[config.mk]
export PLATFORM = sky130hd
export DESIGN_NAME = scfc_top
export DESIGN_NICKNAME = d
export VERILOG_FILES = /design/src/include/scfc_pkg.sv /design/src/include/scfc_if.sv /design/src/rtl/scfc_tx_pacer.sv /design/src/rtl/scfc_top.sv
export SDC_FILE = /design/constraint.sdc
export NUM_CORES = 1
export LEC_CHECK = 0
export BUFFER_PORTS_ARGS = -buffer_cell sky130_fd_sc_hd__buf_2
export CORE_UTILIZATION = 55
export CTS_CLUSTER_SIZE = 8
export DETAILED_ROUTE_END_ITERATION = 7
export HOLD_SLACK_MARGIN = 0.02
export PLACE_DENSITY = 0.73
export REMOVE_ABC_BUFFERS = 1
export SYNTH_ARGS = -nofsm -noshare
export SYNTH_HDL_FRONTEND = slang
export SYNTH_SLANG_ARGS = --single-unit
export TNS_END_PERCENT = 100
[constraint.sdc]
create_clock -name i_sys_clk -period 3.3 [get_ports i_sys_clk]
set_input_delay 0.66 -clock i_sys_clk [delete_from_list [all_inputs] [get_ports i_sys_clk]]
set_output_delay 0.66 -clock i_sys_clk [all_outputs]
set_load 0.005 [all_outputs]
[src/include/scfc_pkg.sv]
// shared constants for the serial command flow-control block
// assumes a 40 MHz system clock and a byte-wide uart beside the block
package scfc_pkg;

  // ****************************************************************
  // packet layout and command codes
  // ****************************************************************
  localparam logic [7:0] SCFC_HDR          = 8'h10; // packet header byte
  localparam logic [7:0] SCFC_CMD_MODE     = 8'hF1; // mode-entry command code
  localparam logic [7:0] SCFC_PH_MODE      = 8'hFF; // param_high_byte of mode entry
  localparam logic [7:0] SCFC_PL_SPECIAL2  = 8'h00; // param_low_byte, second special mode
  localparam logic [7:0] SCFC_PL_SERVICE   = 8'hFF; // param_low_byte, service mode
  localparam logic [7:0] SCFC_RESP_ZERO    = 8'h00; // response parameter for mode entry
  localparam logic [2:0] SCFC_LAST_BYTE    = 3'h4;  // index of the fifth packet byte
  localparam logic [2:0] SCFC_PKT_BYTES    = 3'h5;  // bytes in one packet

  // ****************************************************************
  // timing
  // ****************************************************************
  localparam int SCFC_CLK_HZ          = 40_000_000;
  localparam int SCFC_HOLD_MS         = 1000; // longest response pause
  localparam int SCFC_HOLD_CYCLES     = SCFC_CLK_HZ / 1000 * SCFC_HOLD_MS;
  localparam int SCFC_MODE_EXEC_MS    = 100;  // longest mode-entry execution
  localparam int SCFC_MODE_EXEC_CYCLES = SCFC_CLK_HZ / 1000 * SCFC_MODE_EXEC_MS;
  localparam int SCFC_HOLD_W          = 26;   // width of the hold counter

  // ****************************************************************
  // command-side states
  // ****************************************************************
  typedef enum logic [3:0] {
    SCFC_IDLE  = 4'h1,
    SCFC_READY = 4'h2,
    SCFC_EXEC  = 4'h4,
    SCFC_RESP  = 4'h8
  } scfc_state_t;

endpackage

[src/include/scfc_if.sv]
// carrier between the command side and the response pacer
// assumes both ends sit on the same system clock
`timescale 1ns/1ps
`default_nettype none
interface scfc_if;
  logic        load;     // one-cycle start of a response
  logic [39:0] pkt;      // response bytes, first byte in the top bits
  logic        rts;      // synchronised request-to-send level
  logic        busy;     // response in progress
  logic        aborted;  // one-cycle pulse, response abandoned
  logic        tx_valid; // byte offered to the uart
  logic [7:0]  tx_data;
  logic        tx_ready; // uart takes the byte

  modport cmd   (output load, pkt, rts, tx_ready, input busy, aborted, tx_valid, tx_data);
  modport pacer (input load, pkt, rts, tx_ready, output busy, aborted, tx_valid, tx_data);
endinterface
`default_nettype wire

[src/rtl/scfc_tx_pacer.sv]
// response pacer: streams a five-byte response, pauses on rts low
// assumes the uart behind tx_ready holds at most three queued bytes
`timescale 1ns/1ps
`default_nettype none
module scfc_tx_pacer
  import scfc_pkg::*;
#(
  parameter int HOLD_CYCLES = SCFC_HOLD_CYCLES
) (
  // clock and reset
  input wire logic i_sys_clk,
  input wire logic i_reset,
  // link to command side
  scfc_if.pacer    bus
);

  typedef struct packed {
    logic                   active;
    logic [2:0]             idx;
    logic                   valid;
    logic [7:0]             data;
    logic [SCFC_HOLD_W-1:0] hold;
    logic                   aborted;
  } scfc_pacer_t;

  scfc_pacer_t s_q, s_d;

  // ****************************************************************
  // next state
  // ****************************************************************
  always_comb begin
    s_d         = s_q;
    s_d.aborted = 1'b0;
    if (s_q.valid && bus.tx_ready) begin
      s_d.valid = 1'b0;
      s_d.idx   = s_q.idx + 3'h1;
    end
    if (bus.load) begin
      s_d.active = 1'b1;
      s_d.idx    = 3'h0;
      s_d.hold   = '0;
      s_d.valid  = 1'b1;
      s_d.data   = bus.pkt[39:32];
    end else if (s_q.active && !s_d.valid) begin
      if (s_d.idx == SCFC_PKT_BYTES) begin
        s_d.active = 1'b0;
      end else if (bus.rts) begin
        // resume where the pause stopped hold timer clears
        s_d.hold  = '0;
        s_d.valid = 1'b1;
        s_d.data  = bus.pkt[8'(39 - 8 * s_d.idx) -: 8];
      end else if (s_q.hold == SCFC_HOLD_W'(HOLD_CYCLES - 1)) begin
        // pause too long: drop the rest of the response
        s_d.active  = 1'b0;
        s_d.aborted = 1'b1;
      end else begin
        // only the byte already offered goes out while paused
        s_d.hold = s_q.hold + SCFC_HOLD_W'(1);
      end
    end
  end

  // ****************************************************************
  // state register
  // ****************************************************************
  always_ff @(posedge i_sys_clk) begin
    if (i_reset) begin
      s_q <= '0;
    end else begin
      s_q <= s_d;
    end
  end

  // outputs to command side
  assign bus.busy     = s_q.active;
  assign bus.aborted  = s_q.aborted;
  assign bus.tx_valid = s_q.valid;
  assign bus.tx_data  = s_q.data;

endmodule
`default_nettype wire

[src/rtl/scfc_top.sv]
// serial command flow control: packet intake, cts handshake, mode entry
// assumes a byte uart on i_sys_clk; rts arrives from the pin unsynchronised
// and the id switches are quasi-static, so a plain two-flop stage is enough
//
// Operation
// - header 10, code F1, params FF 00 requests the second special mode.
// - header 10, code F1, params FF FF requests service mode.
// - both mode-entry commands are taken whatever the device id field holds.
// - a mode-entry command is answered at once with zero parameter bytes.
// - a mode-entry command completes within 100 ms.
// - bytes received while rts is low are discarded.
// - after rts rises the device raises cts within the cts_assert_delay.
// - cts drops on a received packet other than mode entry and stays low during execution.
// - when execution ends cts rises together with the start of the response.
// - command_turnaround_time depends on the command type.
// - on rts low the response pauses after at most three queued bytes.
// - rts low for 1000 ms abandons the rest of the response.
// - rts back within 1000 ms resumes the response where it stopped.
`timescale 1ns/1ps
`default_nettype none
module scfc_top
  import scfc_pkg::*;
#(
  parameter int HOLD_CYCLES = SCFC_HOLD_CYCLES
) (
  // clock and reset
  input  wire logic       i_sys_clk,
  input  wire logic       i_reset,
  // handshake pins
  input  wire logic       i_rts,
  output logic            o_cts,
  // received bytes from the uart
  input  wire logic       i_rx_valid,
  input  wire logic [7:0] i_rx_data,
  // transmit bytes to the uart
  output logic            o_tx_valid,
  output logic [7:0]      o_tx_data,
  input  wire logic       i_tx_ready,
  // configured identifier
  input  wire logic [7:0] i_device_id,
  // ordinary commands to the executing logic
  output logic            o_cmd_valid,
  output logic [7:0]      o_cmd_code,
  output logic [7:0]      o_cmd_param_high_byte,
  output logic [7:0]      o_cmd_param_low_byte,
  input  wire logic       i_exec_done,
  input  wire logic [7:0] i_resp_param_high_byte,
  input  wire logic [7:0] i_resp_param_low_byte,
  // mode entry and status
  output logic            o_enter_special2,
  output logic            o_enter_service,
  output logic            o_resp_aborted
);

  // ****************************************************************
  // state
  // ****************************************************************
  // all state outside the pacer, registered in one place
  typedef struct packed {
    logic        rts_s1;
    logic        rts_s2;
    logic [7:0]  dev_s1;
    logic [7:0]  dev_s2;
    scfc_state_t st;
    logic [2:0]  cnt;
    logic [7:0]  id;
    logic [7:0]  cmd;
    logic [7:0]  param_high;
    logic [7:0]  param_low;
    logic        cts;
    logic        load;
    logic [39:0] pkt;
    logic        cmd_valid;
    logic        special2;
    logic        service;
    logic        aborted;
  } scfc_top_t;

  scfc_top_t s_q, s_d;
  scfc_if    link ();
  logic      rx_take;
  logic      is_mode;

  // ****************************************************************
  // response pacer
  // ****************************************************************
  scfc_tx_pacer #(
    .HOLD_CYCLES (HOLD_CYCLES)
  ) u_pacer (
    .i_sys_clk (i_sys_clk),
    .i_reset   (i_reset),
    .bus       (link.pacer)
  );

  // ****************************************************************
  // link and intake wiring
  // ****************************************************************

  // link wiring
  assign link.load     = s_q.load;
  assign link.pkt      = s_q.pkt;
  assign link.rts      = s_q.rts_s2;
  assign link.tx_ready = i_tx_ready;

  // bytes only count while rts is high and a packet is awaited
  assign rx_take = i_rx_valid && s_q.rts_s2 && (s_q.st == SCFC_READY);
  // mode entry ignores the id byte
  assign is_mode = (s_q.cmd == SCFC_CMD_MODE) && (s_q.param_high == SCFC_PH_MODE)
                && ((i_rx_data == SCFC_PL_SPECIAL2) || (i_rx_data == SCFC_PL_SERVICE));

  // ****************************************************************
  // next state
  // ****************************************************************
  always_comb begin
    s_d           = s_q;
    s_d.rts_s1    = i_rts;
    s_d.rts_s2    = s_q.rts_s1;
    // id switches are pins: only the second stage is compared
    s_d.dev_s1    = i_device_id;
    s_d.dev_s2    = s_q.dev_s1;
    s_d.load      = 1'b0;
    s_d.cmd_valid = 1'b0;
    s_d.special2  = 1'b0;
    s_d.service   = 1'b0;
    s_d.aborted   = link.aborted;
    unique case (s_q.st)
      SCFC_IDLE: begin
        s_d.cnt = 3'h0;
        if (s_q.rts_s2) begin
          s_d.cts = 1'b1; // host present, open the link
          s_d.st  = SCFC_READY;
        end
      end
      SCFC_READY: begin
        if (!s_q.rts_s2) begin
          s_d.cts = 1'b0;
          s_d.st  = SCFC_IDLE;
        end else if (rx_take) begin
          s_d.cnt = s_q.cnt + 3'h1;
          unique case (s_q.cnt)
            3'h0: if (i_rx_data != SCFC_HDR) s_d.cnt = 3'h0; // resync on header
            3'h1: s_d.id  = i_rx_data;
            3'h2: s_d.cmd = i_rx_data;
            3'h3: s_d.param_high = i_rx_data;
            default: begin
              s_d.cnt = 3'h0;
              s_d.cts = 1'b0; // packet in, hold off the host
              if (is_mode) begin
                // answer at once with zero parameters
                s_d.special2 = (i_rx_data == SCFC_PL_SPECIAL2);
                s_d.service  = (i_rx_data == SCFC_PL_SERVICE);
                s_d.pkt      = {SCFC_HDR, s_q.id, s_q.cmd, SCFC_RESP_ZERO, SCFC_RESP_ZERO};
                s_d.load     = 1'b1;
                s_d.cts      = 1'b1;
                s_d.st       = SCFC_RESP;
              end else if (s_q.id == s_q.dev_s2) begin
                s_d.cmd_valid = 1'b1;
                s_d.param_low = i_rx_data;
                s_d.st        = SCFC_EXEC;
              end else begin
                s_d.st = SCFC_IDLE; // not ours: reopen without answer
              end
            end
          endcase
          if (s_q.cnt == SCFC_LAST_BYTE) begin
            s_d.cnt = 3'h0;
          end
        end
      end
      SCFC_EXEC: begin
        // turnaround set by the executing logic
        if (i_exec_done) begin
          s_d.pkt  = {SCFC_HDR, s_q.id, s_q.cmd, i_resp_param_high_byte, i_resp_param_low_byte};
          s_d.load = 1'b1;
          s_d.cts  = 1'b1;
          s_d.st   = SCFC_RESP;
        end
      end
      SCFC_RESP: begin
        // rts low here is a pause, not a disconnect
        if (!s_q.load && !link.busy) begin
          s_d.st = SCFC_READY;
        end
      end
      default: begin
        s_d.st  = SCFC_IDLE;
        s_d.cts = 1'b0;
      end
    endcase
  end

  // ****************************************************************
  // state register
  // ****************************************************************
  always_ff @(posedge i_sys_clk) begin
    if (i_reset) begin
      s_q    <= '0;
      s_q.st <= SCFC_IDLE;
    end else begin
      s_q <= s_d;
    end
  end

  // ****************************************************************
  // outputs
  // ****************************************************************

  // outputs, all from flops
  assign o_cts                 = s_q.cts;
  assign o_tx_valid            = link.tx_valid;
  assign o_tx_data             = link.tx_data;
  assign o_cmd_valid           = s_q.cmd_valid;
  assign o_cmd_code            = s_q.cmd;
  assign o_cmd_param_high_byte = s_q.param_high;
  assign o_cmd_param_low_byte  = s_q.param_low;
  assign o_enter_special2      = s_q.special2;
  assign o_enter_service       = s_q.service;
  assign o_resp_aborted        = s_q.aborted;

endmodule
`default_nettype wire

* Word level (Yosys, flattened, before mapping)
Cells that the tools add are included. W data, S select, Z words.
Word-level totals: flip-flop bits (word level) 143, input port bits 38, logic and storage cells 142
Operators by class: add/subtract/negate cells 4, equal/unequal tests 27, shifts and indexed selects 1, multiplexer cells 44, bitwise logic cells 8, reductions and logical operators 35
Operators with widths (count):
- $mux W42 | 2
- $mux W84 | 1
- $pmux W41 S2 | 1
- $mux W36 | 2
- $mux W35 | 2
- $mux W53 | 1
- $mux W26 | 2
- $shiftx A47 B9 Y8 | 1
- $mux W44 | 1
- $mux W8 | 5
- $mux W4 | 7
- $add A26 B1 Y26 const B | 1
- $eq A26 B26 Y1 const B | 1
- $eq A8 B8 Y1 const B | 3
- $ne A2 B2 Y1 const B | 9
- $reduce_or A9 Y1 | 2
- $pmux W4 S4 | 1
- $pmux W3 S2 | 2
- $reduce_and A3 Y1 | 4
- $reduce_and A4 Y1 | 3
- $reduce_and A6 Y1 | 2
- $mux W1 | 11
- $reduce_and A5 Y1 | 2
- $mux W3 | 3
- other kinds (28) | 50

* Longest topological paths before layout
depth after elaboration 8, gate-level depth with buffers 11

* Modules after synthesis
Synthesis repeated with hierarchy kept, for this count alone.
Unflattened totals: cells, all modules 690, area, all modules 6419.9 sq um
By module, submodules not included:
- scfc_top | times used 1, cells an instance 410, area an instance 3957.5 sq um
- scfc_tx_pacer | times used 1, cells an instance 280, area an instance 2462.4 sq um

* Worst setup path after synthesis
Ideal clock, no wire load.
kind input-to-reg, start point in i_tx_ready, end point reg u_pacer.s_q, in the netlist u_pacer.bus.tx_data[6], setup time 0.117 ns, data arrival time 2.890 ns, slack 0.292 ns, stages on the path 8, buffers on the path 2, cell sequence nand2_1 -> xor2_1 -> clkbuf_1 -> inv_1 -> ha_1 -> clkbuf_1 -> mux4_2 -> a32o_1
On the way: cells in the longest elaborated chain, start to end 8, elaborated cells between the ends (all ways) 14, those cells by class 1 x add/sub; 2 x eq/ne; 1 x shift; 5 x mux; 5 x reduce/logical
RTL lines:
- start, declared | RTL line scfc_top.sv:38 | input wire logic i_tx_ready,
- $logic_and A1 B1 Y1 (*) | RTL line scfc_tx_pacer.sv:34 | if (s_q.valid && bus.tx_ready) begin
- $mux W4 (*) | RTL line scfc_tx_pacer.sv:34
- $sub A6 B6 Y7 | RTL line scfc_tx_pacer.sv:51 | s_d.data = bus.pkt[8'(39 - 8 * s_d.idx) -: 8];
- $shiftx A47 B9 Y8 | RTL line scfc_tx_pacer.sv:51
- $mux W9 | RTL line scfc_tx_pacer.sv:47 | end else if (bus.rts) begin
- $mux W36 | RTL line scfc_tx_pacer.sv:45 | if (s_d.idx == SCFC_PKT_BYTES) begin
- $mux W36 | RTL line scfc_tx_pacer.sv:44 | end else if (s_q.active && !s_d.valid) begin
- $mux W35 | RTL line scfc_tx_pacer.sv:38 | if (bus.load) begin
- end signal, assigned | RTL line scfc_tx_pacer.sv:68 | s_q <= '0;
- end signal, assigned | RTL line scfc_tx_pacer.sv:70 | s_q <= s_d;
- end, declared | RTL line scfc_tx_pacer.sv:26 | scfc_pacer_t s_q, s_d;
Every way passes the cells marked *; elsewhere a longest branch is shown, timed or not. The select of a mux whose other input is x is not followed. A chain may end at the register's enable or synchronous reset.

* Final worst setup path
start point reg s_q[78] (netlist bit), end point reg s_q, in the netlist link.pkt[18]
On the way: cells in the longest elaborated chain, start to end 4, elaborated cells between the ends (all ways) 7, those cells by class 4 x eq/ne; 3 x reduce/logical
RTL lines:
- start, declared | RTL line scfc_top.sv:79 | scfc_top_t s_q, s_d;
- $eq A3 B2 Y1, or another cell as far along | RTL line scfc_top.sv:140 | unique case (s_q.cnt)
- $reduce_or A4 Y1 (no source line) (*)
- $ne A2 B2 Y1 (no source line) (*)
- $reduce_and A6 Y1 (no source line) (*)
Every way passes the cells marked *; elsewhere a longest branch is shown, timed or not.

==> qor.yml <==
run_status:
  status: "completed"
setup_path:
  reg2reg_from: "s_q[78]"
  rr_endpoint: "link.pkt[18]"
  cp_top_family: "compound AO/OA/AOI/OAI gates"
  crit_slowest_cell: "a21boi_2"
  cp_max_fo: 16
  required_ns: 3.64
  crit_chain: "ha_1 > ha_1 > a211o_1 > and2b_1 > a21boi_2 > buf_4 > mux2i_1"
  worst_setup_path_start_kind: "flip-flop"
  critPathKind: "reg2reg"
  crit_buf_inv: 1
  cp-end-kind: "flip-flop"
  slowest_delay_ns: 0.81
  worstRegToRegCells: 7
  cp.arrival_ns: 3.16
  r2r_setup_slack_ns: 0.48
  path_common_cell: "ha_1"
cells_and_area:
  antenna_cells: 0
  fillCellCount: 888
  nets: 764
  final_cell_mix: "dfxtp_1, nand2_1, buf_2"
  layout.area.seq_sq_um: 2720
  design_area_sq_um: 7080
  area_delta_synth_final_pct: 13.0
  finish.utilization: 0.645
  final_common_cell: "dfxtp_1"
  multi_input_area_sq_um: 3080
  drive_above_1_share: 0.189
floorplanning:
  die_h_um: 109
  die_x_um: 109
  pin_count: 76
  start_util: 0.571
  core-area_sq_um: 11000
  num_rows: 38
  die_area_sq_um: 11800
min_path:
  min_path_type: "reg2reg"
  min-delay-start: "s_d[87]"
  whs_endpoint: "s_q[87]"
  min_path_cells: 1
place:
  globalplace.congestion: 0.905
  io_buffers: 75
  dpl_cell_area_sq_um: 6500
  dpl.hpwl_um: 9940
detailed_routing:
  drcViolationCount: 0
  antenna_left: 0
  drt_iter0_drc: 358
  dr.pass1.iters: 5
  via_per_inst: 5.84
  vias: 5082
  wire_per_inst_um: 16.1
  routed_wl_um: 14000
grt:
  grtUsageTotal: 0.251
  antenna_found_initial: 1
  grt_max_degree: 54
  grt_pass1_wl_um: 22700
  grt-ovfl-total: 0
  grt_pass1_vias: 4745
cts:
  h-tree-depth: 4
  cts-buffers-inserted: 17
  cts_root_buf: "clkbuf_16"
  clk_latency_ns: 0.42
  cts_tree: "yes"
  hold_buffers: 0
  post_cts_resized: 0
  postCtsSetupRepairBufs: 0
  clockBufferDepth: 2
  cts.sinks: 136
  clk_pin_slew_ns: 0.06
synthesis:
  synthArstFlopShare: 0
  synth_adder_area_share: 0.0180
  synth_warnings: 0
  ys_ff_latch: 136
  synth-edff-count: 0
  syn_area_sq_um: 6270
  synth_simple_gate_area_frac: 0.226
  synthDistinctLibCells: 58
  avgSynthCellArea_sq_um: 9.23
  synth_top_family_by_area: "simple AND/OR/NAND/NOR gates"
  syn_inst: 679
  synth_seq_area_share: 0.434
  synth_compound_area_frac: 0.135
  synthXorXnorAreaFrac: 0.0168
  synthMuxAreaShare: 0.0958
  ys.flop_type: "dfxtp_1"
sta:
  finalCritPeriodShare: 0.853
  period_needed_ns: 2.82
  hold_viol: 0
  slew_violations: 0
  setup_viol: 0
  finClkSkew_ns: 0.00531
  rsz0062_at_grt: "false"
  max_freq_ghz: 0.355
  worstMarginPinSlew_ns: 1.29
  slew_headroom: 0.143
power:
  power.density_nw_per_um2: 532
  leakage_nw: 2.95
  total_power_mw: 3.76
  vdd_drop_max_mv: 0.420
flow_run:
  maxCapViolations: 0
[worst max path at each step]
| stage | startpoint | endpoint | slack (ns) | cells past startpoint |
|---|---|---|---|---|
| 5_1_grt | u_pacer.bus.tx_valid | u_pacer.s_q[12] | 0.18 | 8 |
| 3_5_place_dp | i_tx_ready | u_pacer.s_q[12] | 0.20 | 9 |
| 4_1_cts | s_q[78] | link.pkt[18] | 0.48 | 7 |
| 2_1_floorplan | i_tx_ready | u_pacer.s_q[3] | -0.09 | 8 |
| 3_3_place_gp | i_tx_ready | u_pacer.s_q[22] | 0.34 | 9 |
| 6_report | s_q[78] | link.pkt[18] | 0.48 | 7 |
[power breakdown]
group | leakage (nW) | internal, mW | switching (mW) | total [mW]
Combinational | 1.57 | 0.0854 | 0.151 | 0.236
Clock | 0.279 | 1.10 | 0.725 | 1.83
Sequential | 1.10 | 1.67 | 0.0333 | 1.70
Total | 2.95 | 2.85 | 0.909 | 3.76
[synth_stat cells (2+ instances only)]
master	instances	share of area
nor4_1	14	0.014
nor2b_1	20	0.020
mux4_2	8	0.029
clkbuf_1	25	0.015
or3_1	2	0.0020
mux2i_1	42	0.067
or3b_2	2	0.0028
nor3_1	12	0.0096
o21ai_0	9	0.0072
xnor2_1	3	0.0042
a22o_1	22	0.031
ha_1	9	0.018
o311ai_0	3	0.0042
nand4b_1	3	0.0042
a31oi_1	2	0.0020
a211oi_1	6	0.0072
a22oi_1	2	0.0024
or4_1	16	0.019
xor2_1	9	0.013
o21a_1	2	0.0024
nor2_1	42	0.025
nand2b_1	11	0.011
nand3_1	27	0.022
nand2_1	83	0.050
buf_2	4	0.0032
o31ai_1	21	0.025
a21oi_1	36	0.029
a211o_1	3	0.0042
buf_1	2	0.0012
nand4_1	19	0.019
buf_4	32	0.038
dfxtp_1	136	0.43
and3_1	7	0.0070
inv_1	17	0.010
and4_1	2	0.0028
buf_6	3	0.0054
nor4_4	2	0.0068
[routing by layer]
metal | part of all wire | vias to the layer above | wire (um) | global-route usage
li1 | - | 2523 | - | -
met1 | 0.43 | 2402 | 5970 | 0.291
met2 | 0.51 | 134 | 7200 | 0.441
met3 | 0.046 | 21 | 646 | 0.0669
met4 | 0.014 | 2 | 203 | 0.0927
met5 | 0.00064 | - | 9 | 0
[state kept, by name (all words and copies together), names as in the netlist, 8 cells and up]
| register | flops |
|---|---|
| u_pacer.s_q | 29 |
| o_cmd_param_high_byte | 8 |
| o_cmd_param_low_byte | 8 |
| s_d | 9 |
| s_q | 23 |
| o_cmd_code | 8 |
| link.pkt | 33 |
| u_pacer.bus.tx_data | 8 |
[metrics by stage]
step / std cells / hold slack [ns] / setup slack (ns) / setup TNS [ns]
3_3_place_gp: 838 / 0.419 / 0.344 / 0
6_report: 870 / 0.432 / 0.484 / 0
3_5_place_dp: 838 / 0.420 / 0.200 / 0
2_1_floorplan: 613 / 0.414 / -0.0939 / -0.0939
4_1_cts: 870 / 0.433 / 0.479 / 0
5_1_grt: 870 / 0.437 / 0.181 / 0
[cells by family (layout without fill, tap and decap cells)]
group	count (synthesis)	in the layout
fa+ha+maj	9	9
buf+inv	84	135
mux	50	50
flops	136	136
simple gates	270	270
xor+xnor	12	12
compound gates	118	118
[layout make-up]
| class | count | area share |
|---|---|---|
| multi-input combinational | 459 | 0.435 |
| sequential | 136 | 0.385 |
| clock buffer | 20 | 0.0659 |
| timing repair buffer | 85 | 0.0636 |
| tap | 140 | 0.0247 |
| clock inverter | 12 | 0.0163 |
| inverter | 18 | 0.00954 |
[worst reg2reg max path, stage by stage (launching register included)]
cell,delay (ns)
dfxtp_1,0.40
ha_1,0.19
ha_1,0.39
a211o_1,0.22
and2b_1,0.24
a21boi_2,0.81
buf_4,0.30
mux2i_1,0.20
No activity file was read; power rests on OpenSTA's default activity.
